<file path="config.mk">
export PLATFORM = sky130hd
export DESIGN_NAME = sbs_sync_burst_ctrl
export DESIGN_NICKNAME = d
export VERILOG_FILES = /design/src/rtl/sbs_pkg.sv /design/src/rtl/sbs_burst_addr.sv /design/src/rtl/sbs_sleep_ctl.sv /design/src/rtl/sbs_sync_burst_ctrl.sv
export SDC_FILE = /design/constraint.sdc
export NUM_CORES = 2
export LEC_CHECK = 0
export BUFFER_PORTS_ARGS = -buffer_cell sky130_fd_sc_hd__buf_4
export CORE_ASPECT_RATIO = 1.5
export CORE_MARGIN = 1.5
export CORE_UTILIZATION = 58
export DETAILED_ROUTE_END_ITERATION = 6
export PLACE_DENSITY = 0.74
export SLEW_MARGIN = 20
export SYNTH_ARGS = -nofsm -noshare
export SYNTH_HDL_FRONTEND = slang
export SYNTH_HIERARCHICAL = 1
export SYNTH_SLANG_ARGS = --single-unit
</file>
<file path="constraint.sdc">
create_clock -name clk -period 8.5 [get_ports clk]
set_clock_uncertainty 0.1 [all_clocks]
set_input_delay 0.85 -clock clk [delete_from_list [all_inputs] [get_ports clk]]
set_output_delay 0.85 -clock clk [all_outputs]
set_load 0.005 [all_outputs]
</file>
<file path="src/rtl/sbs_pkg.sv">
// Shared constants and types of the synchronous burst static RAM block.
// Assumes one rising-edge clock; every user of it imports sbs_pkg::*.
//
// How it works
// - Active edge, load, no write, all selects on: load address, begin read.
// - Continue cycle ignores write and selects; keeps current burst type.
// - Output control high on a read beat gives a dummy read, bus undriven.
// - Write beats never drive the bus, whatever the output control says.
// - Load, write low, selected, some lane enabled: load address, begin write.
// - Write low with every lane masked is an abort: no write, no drive.
// - Masked write continue skips storing but still advances the counter.
// - Load with any select inactive deselects and leaves the bus undriven.
// - Clock gate high makes the edge ignored; all state but the sleep sequencer and the first-edge strap capture holds.
// - Stalled pipelined read keeps driving; stalled write keeps bus undriven.
// - Two-bit burst counter steps on every continue cycle.
// - Step high uses counter address; step low loads the external address.
// - Counter wraps after four addresses; fifth beat repeats the start.
// - Linear order adds the beat count modulo four to the start.
// - Interleaved order XORs the beat count into the start bits.
// - Straps default to pipeline and low drive; low bypass gives flow-through.
// - All outputs stay undriven from power-up until normal operation.
// - Pipeline read data appears after the edge following the command.
// - Flow-through read data follows the command edge; write data next edge.
// - Sleep entered two cycles after request high, left two after low.
package sbs_pkg;

    // Data word layout: four byte lanes of nine bits.
    localparam int unsigned SBS_LANES = 4;
    localparam int unsigned SBS_LANE_W = 9;
    localparam int unsigned SBS_DATA_W = SBS_LANES * SBS_LANE_W;

    // Default word address width of the flip-flop storage.
    localparam int unsigned SBS_ADDR_W = 6;

    // Burst counter width and its unit step.
    localparam int unsigned SBS_BURST_W = 2;
    localparam logic [SBS_BURST_W-1:0] SBS_BEAT_ZERO = 2'h0;
    localparam logic [SBS_BURST_W-1:0] SBS_BEAT_ONE = 2'h1;

    // Clock cycles from a sleep request change to the mode change.
    localparam int unsigned SBS_SLEEP_CYC = 2;

    // Kind of burst in progress.
    typedef enum logic [1:0] {SBS_IDLE, SBS_READ, SBS_WRITE} sbs_burst_t;

endpackage

</file>
<file path="src/rtl/sbs_burst_addr.sv">
// Burst address generator: start address register and two-bit counter.
// Assumes load and step already include the clock gate and are exclusive.
`timescale 1ns/1ns
`default_nettype none
module sbs_burst_addr
    import sbs_pkg::*;
#(
    parameter int unsigned ADDR_W = SBS_ADDR_W
)
(
    input wire logic clk,
    input wire logic rst,
    input wire logic load,
    input wire logic step,
    input wire logic interleave,
    input wire logic [ADDR_W-1:0] addrIn,
    output logic [ADDR_W-1:0] accessAddr
);

    logic [ADDR_W-1:0] base_reg;
    logic [SBS_BURST_W-1:0] beat_reg;
    logic [SBS_BURST_W-1:0] beat_next;

    // Refuse an address no wider than the burst bits.
    if (ADDR_W <= SBS_BURST_W)
    begin : g_chk
        $error("sbs_burst_addr: ADDR_W must exceed the burst width.");
    end

    // Low address bits for a beat, in linear or interleaved order.
    function automatic logic [SBS_BURST_W-1:0] burst_low(
        input logic [SBS_BURST_W-1:0] start,
        input logic [SBS_BURST_W-1:0] beat,
        input logic il
    );
        burst_low = il ? (start ^ beat) : (start + beat);
    endfunction

    // The counter wraps by width, so beat four reuses the start bits.
    assign beat_next = beat_reg + SBS_BEAT_ONE;

    // A load uses the pins directly; a step uses the counter address.
    always_comb
    begin
        if (load)
        begin
            accessAddr = addrIn;
        end
        else
        begin
            accessAddr = {base_reg[ADDR_W-1:SBS_BURST_W],
                burst_low(base_reg[SBS_BURST_W-1:0], beat_next,
                interleave)};
        end
    end

    // Start address and beat count; both hold when neither strobe is on.
    always_ff @(posedge clk or posedge rst)
    begin
        if (rst)
        begin
            base_reg <= '0;
            beat_reg <= SBS_BEAT_ZERO;
        end
        else if (load)
        begin
            base_reg <= addrIn;
            beat_reg <= SBS_BEAT_ZERO;
        end
        else if (step)
        begin
            beat_reg <= beat_next;
        end
    end

endmodule
`default_nettype wire

</file>
<file path="src/rtl/sbs_sleep_ctl.sv">
// Sleep mode sequencer: follows the sleep request after a settle delay.
// Assumes the request is already synchronous to the clock.
`timescale 1ns/1ns
`default_nettype none
module sbs_sleep_ctl
    import sbs_pkg::*;
#(
    parameter int unsigned SETTLE = SBS_SLEEP_CYC
)
(
    input wire logic clk,
    input wire logic rst,
    input wire logic sleepReq,
    output logic asleep
);

    localparam int unsigned CW = $clog2(SETTLE + 1);
    localparam logic [CW-1:0] LAST = CW'(SETTLE - 1);

    logic [CW-1:0] settle_reg;

    if (SETTLE < 1)
    begin : g_chk
        $error("sbs_sleep_ctl: SETTLE must be at least one.");
    end

    // Count cycles the request differs from the mode, then flip the mode.
    always_ff @(posedge clk or posedge rst)
    begin
        if (rst)
        begin
            settle_reg <= '0;
            asleep <= 1'b0;
        end
        else if (sleepReq == asleep)
        begin
            settle_reg <= '0;
        end
        else if (settle_reg == LAST)
        begin
            settle_reg <= '0;
            asleep <= sleepReq;
        end
        else
        begin
            settle_reg <= settle_reg + CW'(1);
        end
    end

endmodule
`default_nettype wire

</file>
<file path="src/rtl/sbs_sync_burst_ctrl.sv">
// Command decode, burst control, storage and data bus of the burst RAM.
// Assumes all pins are synchronous to clk; the bus wire is resolved outside.
`timescale 1ns/1ns
`default_nettype none
module sbs_sync_burst_ctrl
    import sbs_pkg::*;
#(
    parameter int unsigned ADDR_W = SBS_ADDR_W,
    parameter int unsigned LANES = SBS_LANES,
    parameter int unsigned LANE_W = SBS_LANE_W
)
(
    input wire logic clk,
    input wire logic rst,
    input wire logic clkEnableN,
    input wire logic burstStep,
    input wire logic writeEnableN,
    input wire logic [LANES-1:0] laneMaskN,
    input wire logic chipSelLowA,
    input wire logic chipSelHigh,
    input wire logic chipSelLowB,
    input wire logic outDriveN,
    input wire logic sleepReq,
    input wire logic linearOrderN,
    input wire logic bypassOutRegN,
    input wire logic driveStrengthSel,
    input wire logic [ADDR_W-1:0] addrIn,
    input wire logic [LANES*LANE_W-1:0] dqIn,
    output logic [LANES*LANE_W-1:0] dqOut,
    output logic dqOe,
    output logic sleeping,
    output logic pipeMode,
    output logic lowDrive
);

    localparam int unsigned DATA_W = LANES * LANE_W;
    localparam int unsigned DEPTH = 2 ** ADDR_W;

    // Word read from the lane storage at the current beat address.
    wire [DATA_W-1:0] rdWord;

    // Strap capture.
    logic strapDone_reg;
    logic interleave_reg;

    // Command decode.
    logic active;
    logic selected;
    logic anyLane;
    logic isLoad;
    logic isCont;
    logic rdBegin;
    logic wrBegin;
    logic rdBeat;
    logic wrBeat;
    logic [ADDR_W-1:0] accessAddr;
    sbs_burst_t burst_reg;
    sbs_burst_t burst_next;

    // Read pipeline stage (pipeline mode only).
    logic rdPipeOe_reg;
    logic [DATA_W-1:0] rdPipeData_reg;

    // Late write stages.
    logic wr1Valid_reg;
    logic [ADDR_W-1:0] wr1Addr_reg;
    logic [LANES-1:0] wr1Mask_reg;
    logic wr2Valid_reg;
    logic [ADDR_W-1:0] wr2Addr_reg;
    logic [LANES-1:0] wr2Mask_reg;
    logic wrFire;
    logic [ADDR_W-1:0] wrAddr;
    logic [LANES-1:0] wrMask;

    if (DATA_W < 1 || ADDR_W <= SBS_BURST_W)
    begin : g_chk
        $error("sbs_sync_burst_ctrl: unsupported width parameters.");
    end

    // Straps are caught on the first edge after reset release.
    always_ff @(posedge clk or posedge rst)
    begin
        if (rst)
        begin
            strapDone_reg <= 1'b0;
            pipeMode <= 1'b1;
            lowDrive <= 1'b1;
            interleave_reg <= 1'b0;
        end
        else if (!strapDone_reg)
        begin
            strapDone_reg <= 1'b1;
            pipeMode <= bypassOutRegN;
            lowDrive <= driveStrengthSel;
            interleave_reg <= linearOrderN;
        end
    end

    // Sleep sequencer; its output register is the sleeping port.
    sbs_sleep_ctl #(
        .SETTLE(SBS_SLEEP_CYC)
    ) u_sleep (
        .clk(clk),
        .rst(rst),
        .sleepReq(sleepReq),
        .asleep(sleeping)
    );

    // An edge counts only when ungated, awake and past strap capture.
    assign active = !clkEnableN && !sleeping && strapDone_reg;
    assign selected = !chipSelLowA && chipSelHigh && !chipSelLowB;
    assign anyLane = !(&laneMaskN);
    assign isLoad = active && !burstStep;
    assign isCont = active && burstStep;
    assign rdBegin = isLoad && selected && writeEnableN;
    assign wrBegin = isLoad && selected && !writeEnableN && anyLane;

    // A continue beat repeats the burst type, ignoring write and selects.
    assign rdBeat = rdBegin || (isCont && burst_reg == SBS_READ);
    assign wrBeat = wrBegin
        || (isCont && burst_reg == SBS_WRITE && anyLane);

    // Burst type after this edge; aborts and deselects end the burst.
    always_comb
    begin
        burst_next = burst_reg;
        if (rdBegin)
        begin
            burst_next = SBS_READ;
        end
        else if (wrBegin)
        begin
            burst_next = SBS_WRITE;
        end
        else if (isLoad)
        begin
            burst_next = SBS_IDLE;
        end
    end

    // Burst kind register; a gated edge or sleep holds it.
    always_ff @(posedge clk or posedge rst)
    begin
        if (rst)
        begin
            burst_reg <= SBS_IDLE;
        end
        else if (active)
        begin
            burst_reg <= burst_next;
        end
    end

    // Address generator steps on every continue, even masked ones.
    sbs_burst_addr #(
        .ADDR_W(ADDR_W)
    ) u_addr (
        .clk(clk),
        .rst(rst),
        .load(isLoad),
        .step(isCont),
        .interleave(interleave_reg),
        .addrIn(addrIn),
        .accessAddr(accessAddr)
    );

    // Pipeline read stage: data waits here for one more active edge.
    always_ff @(posedge clk or posedge rst)
    begin
        if (rst)
        begin
            rdPipeOe_reg <= 1'b0;
            rdPipeData_reg <= '0;
        end
        else if (active)
        begin
            rdPipeOe_reg <= rdBeat && !outDriveN;
            rdPipeData_reg <= rdWord;
        end
    end

    // Bus drive; held on a gated edge, so a stalled read keeps driving.
    always_ff @(posedge clk or posedge rst)
    begin
        if (rst)
        begin
            dqOe <= 1'b0;
            dqOut <= '0;
        end
        else if (sleeping)
        begin
            dqOe <= 1'b0;
        end
        else if (active)
        begin
            if (pipeMode)
            begin
                dqOe <= rdPipeOe_reg;
                dqOut <= rdPipeData_reg;
            end
            else
            begin
                dqOe <= rdBeat && !outDriveN;
                dqOut <= rdWord;
            end
        end
    end

    // Write stages carry address and lane mask until the data edge.
    always_ff @(posedge clk or posedge rst)
    begin
        if (rst)
        begin
            wr1Valid_reg <= 1'b0;
            wr1Addr_reg <= '0;
            wr1Mask_reg <= '1;
            wr2Valid_reg <= 1'b0;
            wr2Addr_reg <= '0;
            wr2Mask_reg <= '1;
        end
        else if (active)
        begin
            wr1Valid_reg <= wrBeat;
            wr1Addr_reg <= accessAddr;
            wr1Mask_reg <= laneMaskN;
            wr2Valid_reg <= wr1Valid_reg;
            wr2Addr_reg <= wr1Addr_reg;
            wr2Mask_reg <= wr1Mask_reg;
        end
    end

    // Flow-through takes data one edge late, pipeline two edges late.
    assign wrFire = active
        && (pipeMode ? wr2Valid_reg : wr1Valid_reg);
    assign wrAddr = pipeMode ? wr2Addr_reg : wr1Addr_reg;
    assign wrMask = pipeMode ? wr2Mask_reg : wr1Mask_reg;

    // Each lane keeps its own storage, so every array has a single writer.
    // A lane stores only when its mask bit is low.
    for (genvar g = 0; g < LANES; g++)
    begin : g_lane
        logic [LANE_W-1:0] laneMem_reg [DEPTH];

        always_ff @(posedge clk)
        begin
            if (wrFire && !wrMask[g])
            begin
                laneMem_reg[wrAddr] <= dqIn[g*LANE_W +: LANE_W];
            end
        end

        // Read side of this lane, at the address of the current beat.
        assign rdWord[g*LANE_W +: LANE_W] = laneMem_reg[accessAddr];
    end
endmodule
`default_nettype wire

</file>
# --- Word level (Yosys, flattened, before mapping) ---
# Memory sizes are Yosys's and may differ from the RTL's.
# Cells that the tools add are included.
# Widths: inputs -> output; s select.
totals:
  mem_bits_rw: 2304
  n_memories: 4
  reg_bits: 113
  wordCells: 97
  input_bits: 59
op_classes:
  eq_ne: 4
  reduce_logical: 40
  bitwise_logic: 3
  add_sub_neg: 3
  muxes: 24
memory_table:
  columns: ["memory", "depth", "width", "rd", "rd_ports_with_merged_regs", "write_ports", "line_no", "text"]
  rows:
  - ["g_lane[0].laneMem_reg", 64, 9, 1, 0, 1, "sbs_sync_burst_ctrl.sv:242", "logic [LANE_W-1:0] laneMem_reg [DEPTH];"]
  - ["g_lane[1].laneMem_reg", 64, 9, 1, 0, 1, "sbs_sync_burst_ctrl.sv:242", null]
  - ["g_lane[2].laneMem_reg", 64, 9, 1, 0, 1, "sbs_sync_burst_ctrl.sv:242", null]
  - ["g_lane[3].laneMem_reg", 64, 9, 1, 0, 1, "sbs_sync_burst_ctrl.sv:242", null]
op_table:
  columns: ["operator", "n"]
  rows:
  - ["$mux 36", 1]
  - ["$logic_and 1x1->1", 19]
  - ["$mux 2", 8]
  - ["$logic_not 1->1", 12]
  - ["$mux 1", 12]
  - ["$mux 6", 2]
  - ["$reduce_and 2->1", 3]
  - ["$add 2x1->2 const B", 2]
  - ["$eq 2x1->1 const B", 2]
  - ["$mux 4", 1]
  - ["$reduce_and 4->1", 1]
  - ["$reduce_bool 2->1", 2]
  - ["$reduce_bool 3->1", 1]
  - ["$add 2x2->2", 1]
  - ["$eq 2x2->1 const B", 1]
  - ["$logic_or 1x1->1", 2]
  - ["$not 1->1", 2]
  - ["$xor 2x2->2", 1]
  - ["$eq 1x1->1", 1]

# --- Depth between registers and ports, before layout ---
logic_depth:
  depth_word: 11
  mapped_depth: 17
  mapped_depth_nobuf: 11

# --- By module ---
# Netlist, hierarchy kept.
by_module_without_submodules:
  columns: ["module", "area_each_um2", "seq_area_each_um2", "cells_each", "n_inst"]
  rows:
  - ["sbs_sync_burst_ctrl", 93176.9, 71751.3, 4603, 1]
  - ["sbs_burst_addr", 387.9, 200.2, 31, 1]
  - ["sbs_sleep_ctl", 127.6, 75.1, 9, 1]

# --- Worst setup path before layout ---
# No wires, ideal clock.
synth_path:
  kind: "input to register"
  start: "input port clkEnableN"
  end: "register rdPipeData_reg[0]"
  required_ps: 8268
  path_stages: 15
  n_path_buf: 6
  setup_slack_ps: 4562
  setup_ps: 132
  t_arrival_ps: 3706
  cell_sequence: "or3b_2 clkbuf_1 nor2_1 buf_2 nand2_1 o21ai_0 buf_2 buf_6 buf_6 buf_2 mux4_2 a22oi_1 nand2_1 a211oi_2 o21ai_1"
synth_via:
  elab_chain_len: 6
synth_lines:
  columns: ["element", "line_no", "text"]
  rows:
  - ["start, declared", "sbs_sync_burst_ctrl.sv:15", "input wire logic clkEnableN,"]
  - ["$logic_not 1->1", "sbs_sync_burst_ctrl.sv:110", "assign active = !clkEnableN && !sleeping && strapDone_reg;"]
  - ["$logic_and 1x1->1 (2 in a row)", "sbs_sync_burst_ctrl.sv:110", null]
  - ["$logic_and 1x1->1", "sbs_sync_burst_ctrl.sv:113", "assign isLoad = active && !burstStep;"]
  - ["named net isLoad", "sbs_sync_burst_ctrl.sv:50", "logic isLoad;"]
  - ["$mux 6", "sbs_burst_addr.sv:45", "if (load)"]
  - ["named net accessAddr[0]", "sbs_sync_burst_ctrl.sv:56", "logic [ADDR_W-1:0] accessAddr;"]
  - ["$mem_v2 64x9", null, null]
  - ["end signal, assigned", "sbs_sync_burst_ctrl.sv:178", "rdPipeData_reg <= rdWord;"]
  - ["end, declared", "sbs_sync_burst_ctrl.sv:62", "logic [DATA_W-1:0] rdPipeData_reg;"]
# The timed path passes the listed nets, and every way through them passes these cells.
# A chain may end at the register's enable or synchronous reset.

# --- Worst setup path after layout ---
layout_path:
  start: "register u_sleep.asleep"
  end: "register rdPipeData_reg[15]"
layout_via:
  elab_chain_len: 6
layout_lines:
  columns: ["element", "line_no", "text"]
  rows:
  - ["start, declared", "sbs_sleep_ctl.sv:14", "output logic asleep"]
  - ["start signal, assigned", "sbs_sleep_ctl.sv:42", "asleep <= sleepReq;"]
  - ["$logic_not 1->1", "sbs_sync_burst_ctrl.sv:110", null]
  - ["$logic_and 1x1->1 (2 in a row)", "sbs_sync_burst_ctrl.sv:110", null]
  - ["$logic_and 1x1->1", "sbs_sync_burst_ctrl.sv:113", null]
  - ["named net isLoad", "sbs_sync_burst_ctrl.sv:50", null]
  - ["$mux 6", "sbs_burst_addr.sv:45", null]
  - ["named net accessAddr[3]", "sbs_sync_burst_ctrl.sv:56", null]
  - ["$mem_v2 64x9", null, null]
# The timed path passes the listed nets, and every way through them passes these cells.

==> run_results.csv <==
group,metric,value,unit
status,status,"finished with violations",
status,failed_checks,"design-rule violations",
critical_path,path_cells,"or3b_4 -> nor2_2 -> mux2_4 -> and2_4 -> buf_4 -> a22oi_1 -> a21oi_1 -> a211oi_2 -> o21ai_1",
floorplan,die_area,164000,um^2
critical_path,critical_path_required,9.18,ns
sta,finalWorstPathRequiredPeriod,5.38,ns
sta,finalCritPeriodShare,63.3,%
critical_path,r2r_slack,3.12,ns
grt,grt_overflow,0,
clock_tree,cts_buffer_depth,3,
sta,fmax,186,MHz
synthesis,synth_edf_count,2304,
finish,ff_latch_area,72000,um^2
floorplan,core-area,160000,um^2
routing,avgRoutedWirePerCell,34.2,um
critical_path,cpLargestDelayFamily,"simple AND/OR/NAND/NOR gates",
finish,final_cell_count_no_fill,7045,
routing,num_vias,47600,
grt,grt_pass1_wl,342000,um
clock_tree,cts_resized,0,
placement,numPlacedInstances,6641,
floorplan,die_h,495,um
flow_run,drv_cap,0,
pwr,p_leak,32.9,nW
clock_tree,postCtsSetupRepairBufs,0,
clock_tree,clkSinkCount,2417,
synthesis,yosys_register_bits,2417,
floorplan,row_count,180,
critical_path,cp_max_fo,48,
synthesis,ys_seq_area_share,76.9,%
clock_tree,cts_buffers,208,
critical_path,crit_path_end_kind,"flop",
critical_path,r2r_start,"u_sleep/asleep",
clock_tree,ctsHoldBuffers,1,
finish,multi_input_area,20400,um^2
critical_path,timing_worst_setup_path_type,"flop to flop",
sta,tightestPinTransition,1.22,ns
synthesis,synth_flop_cell,"edfxtp_1",
routing,dr.pass1.iters,7,
placement,io_buffers,98,
critical_path,worstSetupEndpoint,"rdPipeData_reg[15]",
sta,finalHoldViolCount,0,
floorplan,io_pins,99,
critical_path,r2r_cells,9,
synthesis,ys_types,54,
critical_path,cp_num_buf_inv,1,
finish,fin_nets,4819,
critical_path,cp_slowest_stage_delay,0.95,ns
placement,routabilityCongestion,0.896,
floorplan,die_width,331,um
clock_tree,cts-root-buf,"clkbuf_16",
pwr,peakVddDrop,0.700,mV
sta,drv_slew,0,
synthesis,syn-cell-area,93700,um^2
synthesis,syn_avg_cell_area,20.2,um^2
grt,grt_max_degree,111,
clock_tree,htreeDepth,4,
routing,totalWireLength,241000,um
critical_path,slowest_stage,"mux2_4",
routing,detail-route-antenna-nets,0,
critical_path,timing.rr.end,"rdPipeData_reg[15]",
finish,largest_register_ffs,2304,
synthesis,yosysWarnings,6,
finish,n_fill_cell,10400,
routing,vias_per_cell,6.75,
critical_path,path_depth,9,
grt,antenna_found_initial,17,
clock_tree,path_clk_slew,0.07,ns
routing,drtIter0Drc,6165,
worst_hold_path,min_path_type,"input port to flop",
sta,fin_setup_tns,0,ns
sta,finalSetupViolCount,0,
sta,slew_headroom,18.2,%
synthesis,async_reset_ff_share,4.68,%
routing,drcViolationCount,31,
sta,fin_hold_ws,0.0814,ns
sta,rsz0062_at_grt,"no",
synthesis,syn_inst,4643,
critical_path,crit_path_start_kind,"flop",
grt,grt_pass1_vias,47900,
placement,dp_hpwl,146000,um
synthesis,syn_nets,4703,
clock_tree,cts_tree,"built",
clock_tree,clk_latency,0.87,ns
finish,syn_to_final_growth,10.5,%
finish,drive_gt1_share,22.3,%
critical_path,cp.arrival,6.07,ns
floorplan,start_util,58.4,%
critical_path,cp-startpoint,"u_sleep/asleep",
grt,grt_use_total,29.8,%
pwr,pwr_density_cell,355,nW/um^2
-- cell usage in the layout (no fill, tap or decap), types with 30 or more instances in the layout --
| cell type | instances |
|---|---|
| edfxtp_1 | 2304 |
| nor2_1 | 256 |
| o21ai_1 | 58 |
| a22o_1 | 30 |
| o21ai_0 | 30 |
| mux4_2 | 514 |
| and3_1 | 36 |
| nand2_1 | 290 |
| mux2i_1 | 153 |
| clkbuf_16 | 209 |
| a21oi_1 | 85 |
| clkinv_1 | 37 |
| clkbuf_1 | 40 |
| a22oi_1 | 265 |
| dfrtp_1 | 103 |
| buf_4 | 166 |
| clkinv_2 | 39 |
-- synth_stat cells (3+ instances only) --
master	count	area [um^2]
nand2b_1	8	50.1
buf_2	69	345
o22a_1	3	26.3
o22ai_1	4	25.0
a22oi_1	265	1990
o21ai_0	31	155
inv_1	9	33.8
dfstp_2	10	263
edfxtp_1	2304	69200
and2_1	5	31.3
a31oi_1	8	50.1
buf_6	27	304
a41o_1	3	30.0
mux2i_1	153	1530
xnor2_1	3	26.3
nand3_1	27	135
buf_1	19	71.3
o211ai_1	15	113
buf_4	24	180
a211oi_2	26	325
nor2_1	279	1050
nor3_1	15	75.1
o311ai_1	3	26.3
a22o_1	30	263
clkbuf_1	132	495
o21ai_1	58	290
nand2_1	294	1100
dfrtp_1	103	2580
nor3b_1	3	22.5
nor2b_1	18	113
mux2_2	19	214
a221o_1	3	30.0
and3_1	36	225
mux4_2	514	11600
nand3b_1	7	52.6
a21oi_1	85	425
o31ai_1	4	30.0
a32oi_1	5	43.8
-- power breakdown --
group	leakage [nW]	switching [W]	internal, W
Combinational	7.42	0.00820	0.00535
Sequential	22.1	0.000277	0.0133
Clock	3.40	0.00430	0.00538
-- final cells by class --
type | count | area share, %
sequential | 2417 | 69.6
multi-input combinational | 1946 | 19.7
clock buffer | 265 | 5.41
tap | 2093 | 2.53
timing repair buffer | 177 | 1.40
clock inverter | 125 | 1.32
inverter | 9 | 0.0350
antenna | 13 | 0.0314
-- how the worst min path moves through the flow --
stage	slack [ns]	endpoint	cells after the start	startpoint
6_report	0.08	wr1Mask_reg[1]	3	laneMaskN[1]
5_1_grt	0.08	wr1Mask_reg[3]	3	laneMaskN[3]
4_1_cts	0.06	wr1Mask_reg[2]	3	laneMaskN[2]
3_5_place_dp	0.36	u_sleep/settle_reg[0]	1	u_sleep/settle_reg[0]
3_3_place_gp	0.34	u_sleep/settle_reg[0]	1	u_sleep/settle_reg[0]
2_1_floorplan	0.33	u_sleep/settle_reg[0]	1	u_sleep/settle_reg[0]
-- metal layers --
layer	routed length, um	GRT usage (%)	vias up
li1	-	-	19300
met1	81100	37.3	24800
met2	118000	47.2	2888
met3	27200	8.28	624
met4	14700	16.6	12
met5	80	0	-
-- worst min-delay path: stages --
cell and delay (ns):
buf_4 0.12, nand2_1 0.05, nand2_1 0.04
-- per-stage QoR --
step | power [W] | worst slack [ns] | util [%] | cell area (um^2)
detailed placement | 0.0272 | 2.66 | 60.2 | 96500
global route | 0.0378 | 2.80 | 64.6 | 104000
finish | 0.0368 | 3.12 | 64.6 | 104000
CTS | 0.0367 | 3.11 | 64.5 | 103000
floorplan | 0.0229 | 4.56 | - | 93700
global placement | 0.0271 | 2.73 | 60.2 | 96500
-- cells by family (layout without fill, tap and decap cells) --
group | after synthesis | after routing | share of synthesized area, %
mux | 687 | 687 | 14.2
compound gates | 551 | 551 | 4.15
fa+ha+maj | 1 | 1 | 0.0134
xor+xnor | 5 | 5 | 0.0614
other cells | 1 | 14 | 0.00400
simple gates | 701 | 701 | 3.13
flops | 2417 | 2417 | 76.9
buf+inv | 280 | 576 | 1.53
Power figures use the tool's default switching activity.
